==> config.mk <==
export PLATFORM = sky130hd
export DESIGN_NAME = lcd_power_save_control
export DESIGN_NICKNAME = d
export VERILOG_FILES = /design/src/logic/lcd_power_save_pkg.sv /design/src/logic/lcd_power_save_control.sv
export VERILOG_INCLUDE_DIRS = /design/src /design/src/logic
export SDC_FILE = /design/constraint.sdc
export NUM_CORES = 1
export LEC_CHECK = 0
export BUFFER_PORTS_ARGS = -buffer_cell sky130_fd_sc_hd__buf_2
export CORE_UTILIZATION = 51
export DETAILED_ROUTE_END_ITERATION = 16
export GPL_TIMING_DRIVEN = 0
export MAX_ROUTING_LAYER = met4
export PLACE_DENSITY = 0.79
export SLEW_MARGIN = 20
export SYNTH_ARGS = -nofsm -noshare
export SYNTH_HDL_FRONTEND = slang
export SYNTH_SLANG_ARGS = --single-unit
==> constraint.sdc <==
create_clock -name i_sys_clk -period 1.95 [get_ports i_sys_clk]
set_input_delay 0.39 -clock i_sys_clk [delete_from_list [all_inputs] [get_ports i_sys_clk]]
set_output_delay 0.39 -clock i_sys_clk [all_outputs]
set_load 0.1 [all_outputs]
==> src/logic/lcd_power_save_defines.svh <==
// timing constants and enable bit position for the lcd power save sequencer
`ifndef LCD_POWER_SAVE_DEFINES_SVH
`define LCD_POWER_SAVE_DEFINES_SVH
`define PS_CLK_PERIOD_NS   10
`define PS_FRAME_TIME_NS   100000
`define PS_FRAME_CYCLES    (`PS_FRAME_TIME_NS / `PS_CLK_PERIOD_NS)
`define PS_FRAME_CNT_W     20
`define PS_ENABLE_BIT      0
`define PS_WAKE_SETTLE_NS  10
`define PS_WAKE_CYCLES     ((`PS_WAKE_SETTLE_NS + `PS_CLK_PERIOD_NS - 1) / `PS_CLK_PERIOD_NS)
`endif

==> src/logic/lcd_power_save_pkg.sv <==
// types for the lcd power save sequencer
package lcd_power_save_pkg;
    typedef enum logic [2:0] {
        ST_RUN,
        ST_BLANK,
        ST_SLEEP,
        ST_WAKE
    } ps_state_t;

    typedef struct packed {
        logic       frame_pulse;
        logic       row_shift_clock;
        logic       ac_drive_toggle;
        logic       line_pulse;
        logic       column_enable_chain_clock;
        logic       pixel_shift_clock;
        logic [3:0] panel_data_out;
        logic       column_driver_select;
        logic       row_driver_disable;
    } panel_pins_t;

    typedef struct packed {
        logic [7:0] data;
        logic       wait_n;
        logic       data_oe_n;
        logic       wait_oe_n;
    } host_pins_t;

    typedef struct packed {
        ps_state_t   state;
        logic [19:0] frame_cnt;
        logic [1:0]  blank_frames;
        logic        clk_run;
        panel_pins_t panel;
        host_pins_t  host;
    } ps_regs_t;
endpackage

==> src/logic/lcd_power_save_control.sv <==
// power save sequencer: blanks the panel, stops clocks, parks pins
`timescale 1ns/1ps
`include "lcd_power_save_defines.svh"
module lcd_power_save_control (
    input  wire logic                             i_sys_clk,
    input  wire logic                             i_resetn,
    input  wire logic                             i_indirect_mode,
    input  wire logic                             i_enable_wr,
    input  wire logic [7:0]                       i_enable_wdata,
    input  wire logic                             i_cmd_valid,
    input  wire logic [7:0]                       i_cmd_code,
    input  wire logic                             i_display_on,
    input  wire logic                             i_frame_start,
    input  wire lcd_power_save_pkg::panel_pins_t  i_scan_pins,
    input  wire lcd_power_save_pkg::host_pins_t   i_host_drive,
    input  wire logic [7:0]                       i_mem_ctrl,
    output logic                                  o_save_enable,
    output logic                                  o_asleep,
    output logic                                  o_clk_run,
    output logic [7:0]                            o_mem_ctrl,
    output lcd_power_save_pkg::panel_pins_t       o_panel,
    output lcd_power_save_pkg::host_pins_t        o_host
);
    import lcd_power_save_pkg::*;

    localparam logic [7:0]  CMD_POWER_SAVE = 8'h53;
    localparam logic [7:0]  CMD_SYS_CONFIG = 8'h40;
    localparam logic [19:0] FRAME_LAST     = 20'(`PS_FRAME_CYCLES - 1);

    ////////////////////////////////////////////////////////////////////////
    // reset release through two flops
    logic [1:0] rst_sync_q;
    logic       rst_n;
    always_ff @(posedge i_sys_clk or negedge i_resetn) begin
        if (!i_resetn) begin
            rst_sync_q <= 2'h0;
        end else begin
            rst_sync_q <= {rst_sync_q[0], 1'b1};
        end
    end
    assign rst_n = rst_sync_q[1];

    // decode used by both the power save and sys config command paths
    function automatic logic is_cmd(input logic v, input logic [7:0] c, input logic [7:0] k);
        return v && (c == k);
    endfunction

    // fixed parked levels of panel pins
    function automatic panel_pins_t parked_pins();
        panel_pins_t p;
        p = '0;
        p.row_shift_clock      = 1'b1;
        p.column_driver_select = 1'b1;
        return p;
    endfunction

    ////////////////////////////////////////////////////////////////////////
    // enable bit, set or cleared by register write or command
    logic en_q;
    logic en_d;
    logic go_sleep;
    logic go_wake;
    logic [7:0] mem_q;
    assign go_sleep = (!i_indirect_mode && i_enable_wr && i_enable_wdata[`PS_ENABLE_BIT])
                   || (i_indirect_mode && is_cmd(i_cmd_valid, i_cmd_code, CMD_POWER_SAVE));
    assign go_wake  = (!i_indirect_mode && i_enable_wr && !i_enable_wdata[`PS_ENABLE_BIT])
                   || (i_indirect_mode && is_cmd(i_cmd_valid, i_cmd_code, CMD_SYS_CONFIG));
    always_comb begin
        en_d = en_q;
        if (go_wake) begin
            en_d = 1'b0;
        end
        if (go_sleep) begin
            en_d = 1'b1;
        end
    end

    ////////////////////////////////////////////////////////////////////////
    // state record
    ps_regs_t r_q;
    ps_regs_t r_d;
    logic     frame_tick;
    assign frame_tick = (r_q.frame_cnt == FRAME_LAST);

    always_comb begin
        r_d = r_q;
        // frame counter runs only while clocks run; stopping it models the halt
        if (r_q.clk_run) begin
            r_d.frame_cnt = frame_tick ? 20'h0 : r_q.frame_cnt + 20'h1;
        end
        unique case (r_q.state)
            ST_RUN: begin
                if (en_q) begin
                    r_d.state        = ST_BLANK;
                    r_d.frame_cnt    = 20'h0;
                    r_d.blank_frames = 2'h0;
                end
            end
            ST_BLANK: begin
                if (!en_q) begin
                    r_d.state = ST_WAKE;
                end else if (frame_tick) begin
                    // one full blank frame then drop disable; sleep after second
                    r_d.blank_frames = r_q.blank_frames + 2'h1;
                    if (r_q.blank_frames == 2'h1) begin
                        r_d.state   = ST_SLEEP;
                        r_d.clk_run = 1'b0;
                    end
                end
            end
            ST_SLEEP: begin
                if (!en_q) begin
                    r_d.state     = ST_WAKE;
                    r_d.clk_run   = 1'b1;
                    r_d.frame_cnt = 20'h0;
                end
            end
            ST_WAKE: begin
                // wait for panel scan to begin a new frame
                if (i_frame_start) begin
                    r_d.state        = ST_RUN;
                    r_d.blank_frames = 2'h0;
                end
            end
            default: r_d.state = ST_RUN;
        endcase
        // pin drive
        if (r_d.state == ST_RUN && i_display_on) begin
            r_d.panel = i_scan_pins;
            r_d.host  = i_host_drive;
            r_d.panel.row_driver_disable = 1'b1;
        end else begin
            r_d.panel = parked_pins();
            r_d.host.data_oe_n = 1'b1;
            r_d.host.wait_oe_n = 1'b1;
            // disable stays high through first blank frame
            r_d.panel.row_driver_disable =
                (r_d.state == ST_BLANK && r_d.blank_frames == 2'h0) ||
                (r_d.state == ST_RUN);
            if (r_d.state == ST_RUN) begin
                r_d.panel.row_driver_disable = 1'b0;
            end
        end
    end

    always_ff @(posedge i_sys_clk or negedge rst_n) begin
        if (!rst_n) begin
            en_q  <= 1'b0;
            mem_q <= 8'h00;
            // parked panel levels and a floating bus from reset on
            r_q   <= '{state: ST_RUN, frame_cnt: 20'h0, blank_frames: 2'h0, clk_run: 1'b1,
                       panel: panel_pins_t'(12'h402), host: host_pins_t'(11'h003)};
        end else begin
            en_q <= en_d;
            r_q  <= r_d;
            if (r_q.state != ST_SLEEP) begin
                mem_q <= i_mem_ctrl;
            end
        end
    end

    assign o_save_enable = en_q;
    assign o_asleep      = (r_q.state == ST_SLEEP);
    assign o_clk_run     = r_q.clk_run;
    assign o_mem_ctrl    = mem_q;
    assign o_panel       = r_q.panel;
    assign o_host        = r_q.host;
endmodule

After elaboration in Yosys (flattened, before gate mapping)
Index checks and enable logic that the tools add are counted.
Word-level totals
  register bits after elaboration: 60
  input port bits: 54
Operators by class
  $add $sub $neg: 2
  equal/unequal tests: 13
  muxes and demuxes: 22
  reductions and logical operators: 20
Operators by type and width (number)
  20-bit two-way mux: 2
  20-bit case mux with 2 select lines: 1
  25-bit two-way mux: 1
  23-bit two-way mux: 1
  20-bit by 1-bit adder with 20-bit output, second input constant: 1
  20-bit by 14-bit equality test with 1-bit output, second input constant: 1
  3-bit two-way mux: 6
  8-bit by 7-bit equality test with 1-bit output, second input constant: 2
  12-bit two-way mux: 1
  3-bit case mux with 4 select lines: 1
  1-bit logical AND: 9
  2-bit inequality test, second input constant: 4
  3-bit by 1-bit equality test with 1-bit output, second input constant: 2
  3-bit by 2-bit equality test with 1-bit output, second input constant: 2
  3-bit zero test: 2
  2-bit case mux with 3 select lines: 1
  1-bit two-way mux: 5
  5-bit AND reduction: 1
  2-bit two-way mux: 2
  2-bit nonzero test: 2
  1-bit logical OR: 3
  3-bit by 2-bit inequality test with 1-bit output, second input constant: 1
  2-bit by 1-bit adder with 2-bit output, second input constant: 1
  2-bit by 1-bit equality test with 1-bit output, second input constant: 1
  other kinds (3): 4

Depth between registers and ports, before layout
Gate-level depths: netlist of the first run.
  word-level depth: 10
  mapped depth: 8

Worst setup path before layout of the first run
Ideal clock, no wire load.
  kind: flip-flop to flip-flop
  start point: register r_q[47] (netlist bit)
  end point: register mem_q[0] (netlist: o_mem_ctrl[0])
  setup time: 126 ps
  arrival: 3798 ps
  required time: 1824 ps
  path slack: -1974 ps
  cell stages (with the launch flop): 5
  buffers on the path: 1
  cells stage by stage: dfrtp_1 clkbuf_1 inv_1 nor3_1 mux2_2
On the way
  cells in the longest elaborated chain, start to end: 1
RTL lines
  from (decl): RTL line lcd_power_save_control.sv:80  | ps_regs_t r_q;
  from (signal assigned): RTL line lcd_power_save_control.sv:151  | r_q <= '{state: ST_RUN, frame_cnt: 20'h0, blank_frames: 2'h0, clk_run: 1'b1,
  from (signal assigned): RTL line lcd_power_save_control.sv:155  | r_q <= r_d;
  3-bit by 2-bit inequality test with 1-bit output: RTL line lcd_power_save_control.sv:156  | if (r_q.state != ST_SLEEP) begin
  to (signal assigned): RTL line lcd_power_save_control.sv:157  | mem_q <= i_mem_ctrl;
  to (decl): RTL line lcd_power_save_control.sv:63  | logic [7:0] mem_q;
Every way passes these cells.
A chain may end at the register's enable or synchronous reset.

Final worst setup path of the first run
  start point: register r_q[26] (netlist bit)
  end point: register r_q (netlist bit o_host[5])
On the way
  cells in the longest elaborated chain, start to end: 6
RTL lines
  20-bit by 14-bit equality test with 1-bit output: RTL line lcd_power_save_control.sv:83  | assign frame_tick = (r_q.frame_cnt == FRAME_LAST);
  3-bit two-way mux: RTL line lcd_power_save_control.sv:102  | end else if (frame_tick) begin
  3-bit two-way mux: RTL line lcd_power_save_control.sv:100  | if (!en_q) begin
  3-bit case mux with 4 select lines: RTL line lcd_power_save_control.sv:91  | unique case (r_q.state)
  3-bit zero test: RTL line lcd_power_save_control.sv:128  | if (r_d.state == ST_RUN && i_display_on) begin
  1-bit logical AND: RTL line lcd_power_save_control.sv:128
Every way passes these cells.

==> flow_metrics.tcl, run 1 <==
set metrics [dict create \
    grt_overflow 0 \
    top_usage_layer "met2" \
    drc_errors 0 \
    final_cell_area_um2 3910 \
    cts_buffer_depth 2 \
    p_total_w 0.00587 \
    netlist_area_um2 2910 \
    status "finished with violations" \
    drtIter0Drc 117 \
    fin_cells 446 \
    grt_setup_unrepaired "true" \
    violations "setup timing" \
    clk_pin_slew_worst_paths_ns 0.07 \
    synth_common_cells "dfrtp_1, nor2_1, buf_4" \
    r2r-end "o_host[5]$_DFFE_PN0P_" \
    numCtsBuffers 9 \
    ant_nets 0 \
    antenna_found_initial 0 \
    clk_latency_ns 0.33 \
    dieWidth_um 77.5 \
    place.gp.congestion 0.770 \
    grt_use_met3_pct 6.71 \
    finClkSkew_ns 0.0109 \
    critPathLaunchType "flip-flop" \
    setup_viol 46 \
    finalWorstSetupSlack_ns -0.594 \
    worstPathArrival_ns 2.76 \
    critical_path_class "reg2reg" \
    maxCapViolations 0 \
    portBuffers 79 \
    rows 27 \
    pre_cts_ws_ns -1.02 \
    max_freq_mhz 393 \
    synth_flop_cell "dfrtp_1" \
    grt_start_max_net_pins 59 \
    syn_nets 323 \
    layout.nets 425 \
    met1_usage_pct 27.1 \
    relSlewSlack_pct 52.0 \
    slowest_stage "or4b_4" \
    htreeDepth 3 \
    worst_path_largest_cell_delay_ns 0.48 \
    areaGrowthSynthToFinish_pct 34.4 \
    power.density_nw_per_um2 1500 \
    die_area_um2 6000 \
    use_met2_pct 38.6 \
    insertedDiodeCount 0 \
    worstMarginPinSlew_ns 0.720 \
    ys_seq_area_share_pct 51.9 \
    clock_sinks 60 \
    place_inst 418 \
    synth.ff_latch_count 60 \
    synth_edf_count 0 \
    fin_crit_sh_pct 130 \
    worst-path-max-fanout 4 \
    setup.worst_path.start "r_q[26]$_DFF_PN0_" \
    critPathBufInv 1 \
    cp.depth 7 \
    cp_cell_sequence "ha_4 -> or4b_4 -> nor4_4 -> nand3_2 -> a2111oi_4 -> buf_4 -> mux2_4" \
    leakage_nw 1.92 \
    reg2reg_from "r_q[26]$_DFF_PN0_" \
    hold_path_class "in2reg" \
    wl_um 6270 \
    maxSlewViolCount 0 \
    synth.yosys.warnings 0 \
    endpoint "o_host[5]$_DFFE_PN0P_" \
    peakVddDrop_v 0.00121 \
    endpoint_kind "flip-flop" \
    grt_pass1_wl_um 10400 \
    first_global_vias 2235 \
    rr_worst_depth 7 \
    yosysTopAreaCellShare_pct 47.4 \
    yosysUniqueCellTypes 45 \
    dieHeight_um 77.5 \
    drive_above_1_share_pct 49.5 \
    vias_per_cell 5.08 \
    placed_area_um2 3500 \
    vias 2266 \
    async_flop_share_pct 100 \
    crit_required_ns 2.17 \
    initial_utilization_pct 52.8 \
    place_hpwl_um 4010 \
    post-route-min-period_ns 2.54 \
    tritoncts "done" \
    core-area_um2 5510 \
    fill_cells 409 \
    synth_most_common_cell "dfrtp_1" \
    wl_per_cell_um 14.0 \
    cts_root_buffer "clkbuf_8" \
    synth.area.top_cells "dfrtp_1, buf_4, dfstp_2" \
    r2r_slack_ns -0.59 \
    grtUsageTotal_pct 23.2 \
    synth.largest_area_cell "dfrtp_1" \
    hp-start "i_scan_pins[1]" \
    ios 88 \
    timing.hold.ws_ns 0.247 \
    hold_viol 0 \
    syn_inst 267 \
    drtPass1Iterations 4 \
    syn_area_per_cell_um2 10.9 \
    cp_top_family "simple AND/OR/NAND/NOR gates" \
]
cells by family (layout without fill, tap and decap cells):
kind of cell,count (synthesis),in the layout,share of synthesized area [%]
xor+xnor,19,19,5.73
simple gates,100,100,19.6
other cells,2,2,0.258
compound gates,24,24,5.81
fa+ha+maj,2,2,0.861
flops,60,60,51.9
mux,19,19,7.27
buf+inv,41,148,8.61
area by class of cell:
| type | count | area [um^2] | area share [%] |
|---|---|---|---|
| Tap cell | 72 | 90.1 | 2.31 |
| Clock inverter | 4 | 48.8 | 1.25 |
| Sequential cell | 60 | 1520 | 38.9 |
| Inverter | 7 | 31.3 | 0.801 |
| Multi-Input combinational cell | 166 | 1280 | 32.7 |
| Timing Repair Buffer | 92 | 509 | 13.0 |
| Clock buffer | 12 | 155 | 3.97 |
| Buffer | 33 | 275 | 7.05 |
where the power goes:
part,internal [W],switching (W)
Clock,0.000658,0.000478
Sequential,0.00153,0.000187
Combinational,0.000955,0.00206
stage by stage:
step | util, % | TNS [ns]
3_5_place_dp | 63.6 | -24.61
5_1_grt | 70.9 | -20.38
6_report | 70.9 | -15.62
2_1_floorplan | - | -13.50
4_1_cts | 69.3 | -20.07
3_3_place_gp | 63.5 | -47.23
layer usage:
layer	vias up	wire (um)
met5	-	0
met4	0	21
met3	2	269
met2	69	3370
met1	1116	2600
li1	1079	-
worst min-delay path by stage:
stage	cells past startpoint	slack [ns]	endpoint
after global routing	2	0.24	o_panel[10]$_DFF_PN1_
final	2	0.25	o_panel[1]$_DFF_PN1_
after CTS	2	0.24	o_panel[1]$_DFF_PN1_
after floorplan	0	0.09	rst_sync_q[0]$_DFF_PN0_
after detailed placement	1	0.18	rst_sync_q[0]$_DFF_PN0_
after global placement	1	0.18	rst_sync_q[1]$_DFF_PN0_
sequential cells by signal, summed over array words and instances (netlist names):
| name | cells |
|---|---|
| o_clk_run | 1 |
| o_host | 11 |
| o_mem_ctrl | 8 |
| o_panel | 12 |
| o_save_enable | 1 |
| r_q | 25 |
| rst_sync_q | 2 |
placed cells by master, fill, tap and decap left out, types with 4 or more instances in the layout:
| cell | n |
|---|---|
| dfstp_2 | 4 |
| nand2b_1 | 6 |
| buf_4 | 33 |
| nand3_1 | 7 |
| nand4_1 | 4 |
| nor2_1 | 24 |
| nand2_1 | 14 |
| xnor2_1 | 10 |
| and3_1 | 4 |
| inv_1 | 6 |
| dfrtp_1 | 52 |
| xor2_1 | 9 |
| clkbuf_8 | 14 |
| and2_1 | 11 |
| o21ai_0 | 6 |
| buf_2 | 78 |
| a21oi_1 | 4 |
| buf_6 | 4 |
| mux2_4 | 16 |
worst register-to-register path: stages (launching register included):
cell and delay, ns:
dfrtp_1 0.42, ha_4 0.17, or4b_4 0.48, nor4_4 0.29, nand3_2 0.16, a2111oi_4 0.39
buf_4 0.22, mux2_4 0.30
what timing repair did:
action,CTS,global route
setup buffers,5,8
gates resized for setup,18,12
pin swaps,5,7
hold buffers,1,0
setup endpoints to repair,47,49
hold endpoints to repair,2,0
(Power assumes the default switching activity.)
==> run 2: changes to the inputs <==
--- a/config.mk
+++ b/config.mk
@@ -7,8 +7,10 @@
 export NUM_CORES = 1
 export LEC_CHECK = 0
 export BUFFER_PORTS_ARGS = -buffer_cell sky130_fd_sc_hd__buf_2
+export CORE_MARGIN = 5
 export CORE_UTILIZATION = 51
 export DETAILED_ROUTE_END_ITERATION = 16
+export GPL_ROUTABILITY_DRIVEN = 0
 export GPL_TIMING_DRIVEN = 0
 export MAX_ROUTING_LAYER = met4
 export PLACE_DENSITY = 0.79
==> run 2 against run 1 <==
  * The flow still finishes with violations (setup timing)
  * Worst hold slack worse by 0.0022 ns
  * Clock power up 9.6%
  * Count of clock-buffer cells in the layout unchanged
  * Routed wire length up 7.0%
  * Flip-flop and latch count unchanged
  * Critical path depth unchanged
  * Combinational power up 5%
  * Via count down 0.88%
  * Worst setup slack better by 0.030 ns
  * Critical path type unchanged
  * Critical endpoint is now o_host[4]$_DFFE_PN0P_
==> flow_metrics.tcl, run 2 (synthesis gave the netlist of run 1 again) <==
set metrics [dict create \
    drive_above_1_share_pct 49.6 \
    cts_buffer_depth 2 \
    p_int_w 0.00337 \
    wl_um 6700 \
    endpoint_kind "flip-flop" \
    endpoint "o_host[4]$_DFFE_PN0P_" \
    clock_sinks 60 \
    wl_per_cell_um 14.9 \
    vias 2246 \
    clockPowerShare_pct 20.4 \
    maxCapViolations 0 \
    peakVddDrop_v 0.00137 \
    top_usage_layer "met2" \
    vias_per_cell 4.98 \
    max_freq_mhz 398 \
    portBuffers 79 \
    switching_share_pct 45.0 \
    cts_root_buffer "clkbuf_8" \
    largest_reg_flops 25 \
    drc_errors 0 \
    combPwrFrac_pct 51.7 \
    maxSlewViolCount 0 \
    insertedDiodeCount 0 \
    post-route-min-period_ns 2.51 \
    dieHeight_um 85.5 \
    worst-path-max-fanout 4 \
    antenna_found_initial 0 \
    hold_path_class "in2reg" \
    fin_crit_sh_pct 129 \
    core-area_um2 5510 \
    critical_path_class "reg2reg" \
    status "finished with violations" \
    setup.worst_path.start "r_q[26]$_DFF_PN0_" \
    crit_required_ns 2.17 \
    finalSetupTns_ns -16.38 \
    critPathLaunchType "flip-flop" \
    grt_overflow 0 \
    ant_nets 0 \
    final_cell_mix "buf_2, dfrtp_1, buf_4" \
    rr_worst_depth 7 \
    clk_pin_slew_worst_paths_ns 0.07 \
    tritoncts "done" \
    relSlewSlack_pct 51.2 \
    die_area_um2 7310 \
    r2r_slack_ns -0.56 \
    final_common_cell "buf_2" \
    drtPass1Iterations 5 \
    place_hpwl_um 4310 \
    power.density_nw_per_um2 1530 \
    reg2reg_from "r_q[26]$_DFF_PN0_" \
    clk_latency_ns 0.33 \
    grtUsageTotal_pct 19.0 \
    grt_pass1_wl_um 10600 \
    grt_setup_unrepaired "true" \
    violations "setup timing" \
    ios 88 \
    drtIter0Drc 85 \
    hold_viol 0 \
    setup_viol 46 \
    use_met2_pct 34.5 \
    areaGrowthSynthToFinish_pct 37.8 \
    r2r-end "o_host[4]$_DFFE_PN0P_" \
    utilization_pct 72.7 \
    finClkSkew_ns 0.00514 \
    rows 27 \
    htreeDepth 3 \
    met1_usage_pct 19.9 \
    sequentialPowerShare_pct 27.9 \
    dieWidth_um 85.5 \
    top_register "r_q" \
    first_global_vias 2327 \
    leakage_nw 1.96 \
    worstPathArrival_ns 2.73 \
    layout.nets 430 \
    grt_use_met3_pct 5.38 \
    worstMarginPinSlew_ns 0.733 \
    p_sw_w 0.00276 \
    initial_utilization_pct 52.8 \
    grt_start_max_net_pins 59 \
    finalWorstSetupSlack_ns -0.564 \
    numCtsBuffers 9 \
]
==> run 2: power by group through the flow <==
| stage | clock network, W | logic (W) | registers [W] |
|---|---|---|---|
| finish | 0.00125 | 0.00317 | 0.00171 |
| global route | 0.00134 | 0.00331 | 0.00174 |
| CTS | 0.00127 | 0.00306 | 0.00170 |
| detailed placement | 0 | 0.00282 | 0.00171 |
| global placement | 0 | 0.00278 | 0.00169 |
| floorplan | 0 | 0.00223 | 0.00190 |
==> run 2: worst max-delay path, stage by stage (launching register included) <==
cell,delay [ns]
dfrtp_1,0.41
ha_4,0.16
or4b_4,0.47
nor4_4,0.28
nand3_2,0.15
a2111oi_4,0.40
buf_4,0.22
mux2_4,0.30
==> run 2: how the worst min path moves through the flow <==
stage	from	end	cells past startpoint
finish	i_host_drive[1]	o_host[1]$_DFF_PN1_	2
global route	i_host_drive[1]	o_host[1]$_DFF_PN1_	2
CTS	i_scan_pins[10]	o_panel[10]$_DFF_PN1_	2
detailed placement	i_resetn	rst_sync_q[0]$_DFF_PN0_	1
global placement	i_resetn	rst_sync_q[0]$_DFF_PN0_	1
floorplan	i_resetn	rst_sync_q[0]$_DFF_PN0_	0
==> run 2: area by class of cell <==
| class | instances | area [um^2] |
|---|---|---|
| multi-input cells | 166 | 1280 |
| well taps | 72 | 90.1 |
| inverters | 7 | 31.3 |
| clock inverters | 4 | 72.6 |
| fillers | 379 | 1500 |
| repair buffers | 97 | 578 |
| flip-flops and latches | 60 | 1520 |
| clock buffers | 12 | 155 |
| plain buffers | 33 | 283 |
==> run 2: metal layers <==
| layer | vias to the layer above | wire (um) |
|---|---|---|
| li1 | 1089 | - |
| met1 | 1076 | 2540 |
| met2 | 64 | 3670 |
| met3 | 17 | 370 |
| met4 | 0 | 117 |
| met5 | - | 0 |
==> run 2: timing repair <==
action	CTS	global route
endpoints found under the hold margin	2	0
resized for setup	18	12
pin swaps	4	6
hold buffers	1	0
setup buffers	9	7
setup endpoints to repair	47	48
cloned	0	2
==> run 2: per-stage QoR <==
stage               cell area (um^2)  setup slack, ns  power [W]  instances  hold WS, ns
floorplan                       3010           -0.686    0.00413        267       0.0944
global placement                3500           -0.965    0.00447        418        0.177
detailed placement              3500            -1.01    0.00453        418        0.178
CTS                             3880           -0.647    0.00604        444        0.232
global route                    4000           -0.634    0.00639        451        0.238
finish                          4000           -0.564    0.00614        451        0.245
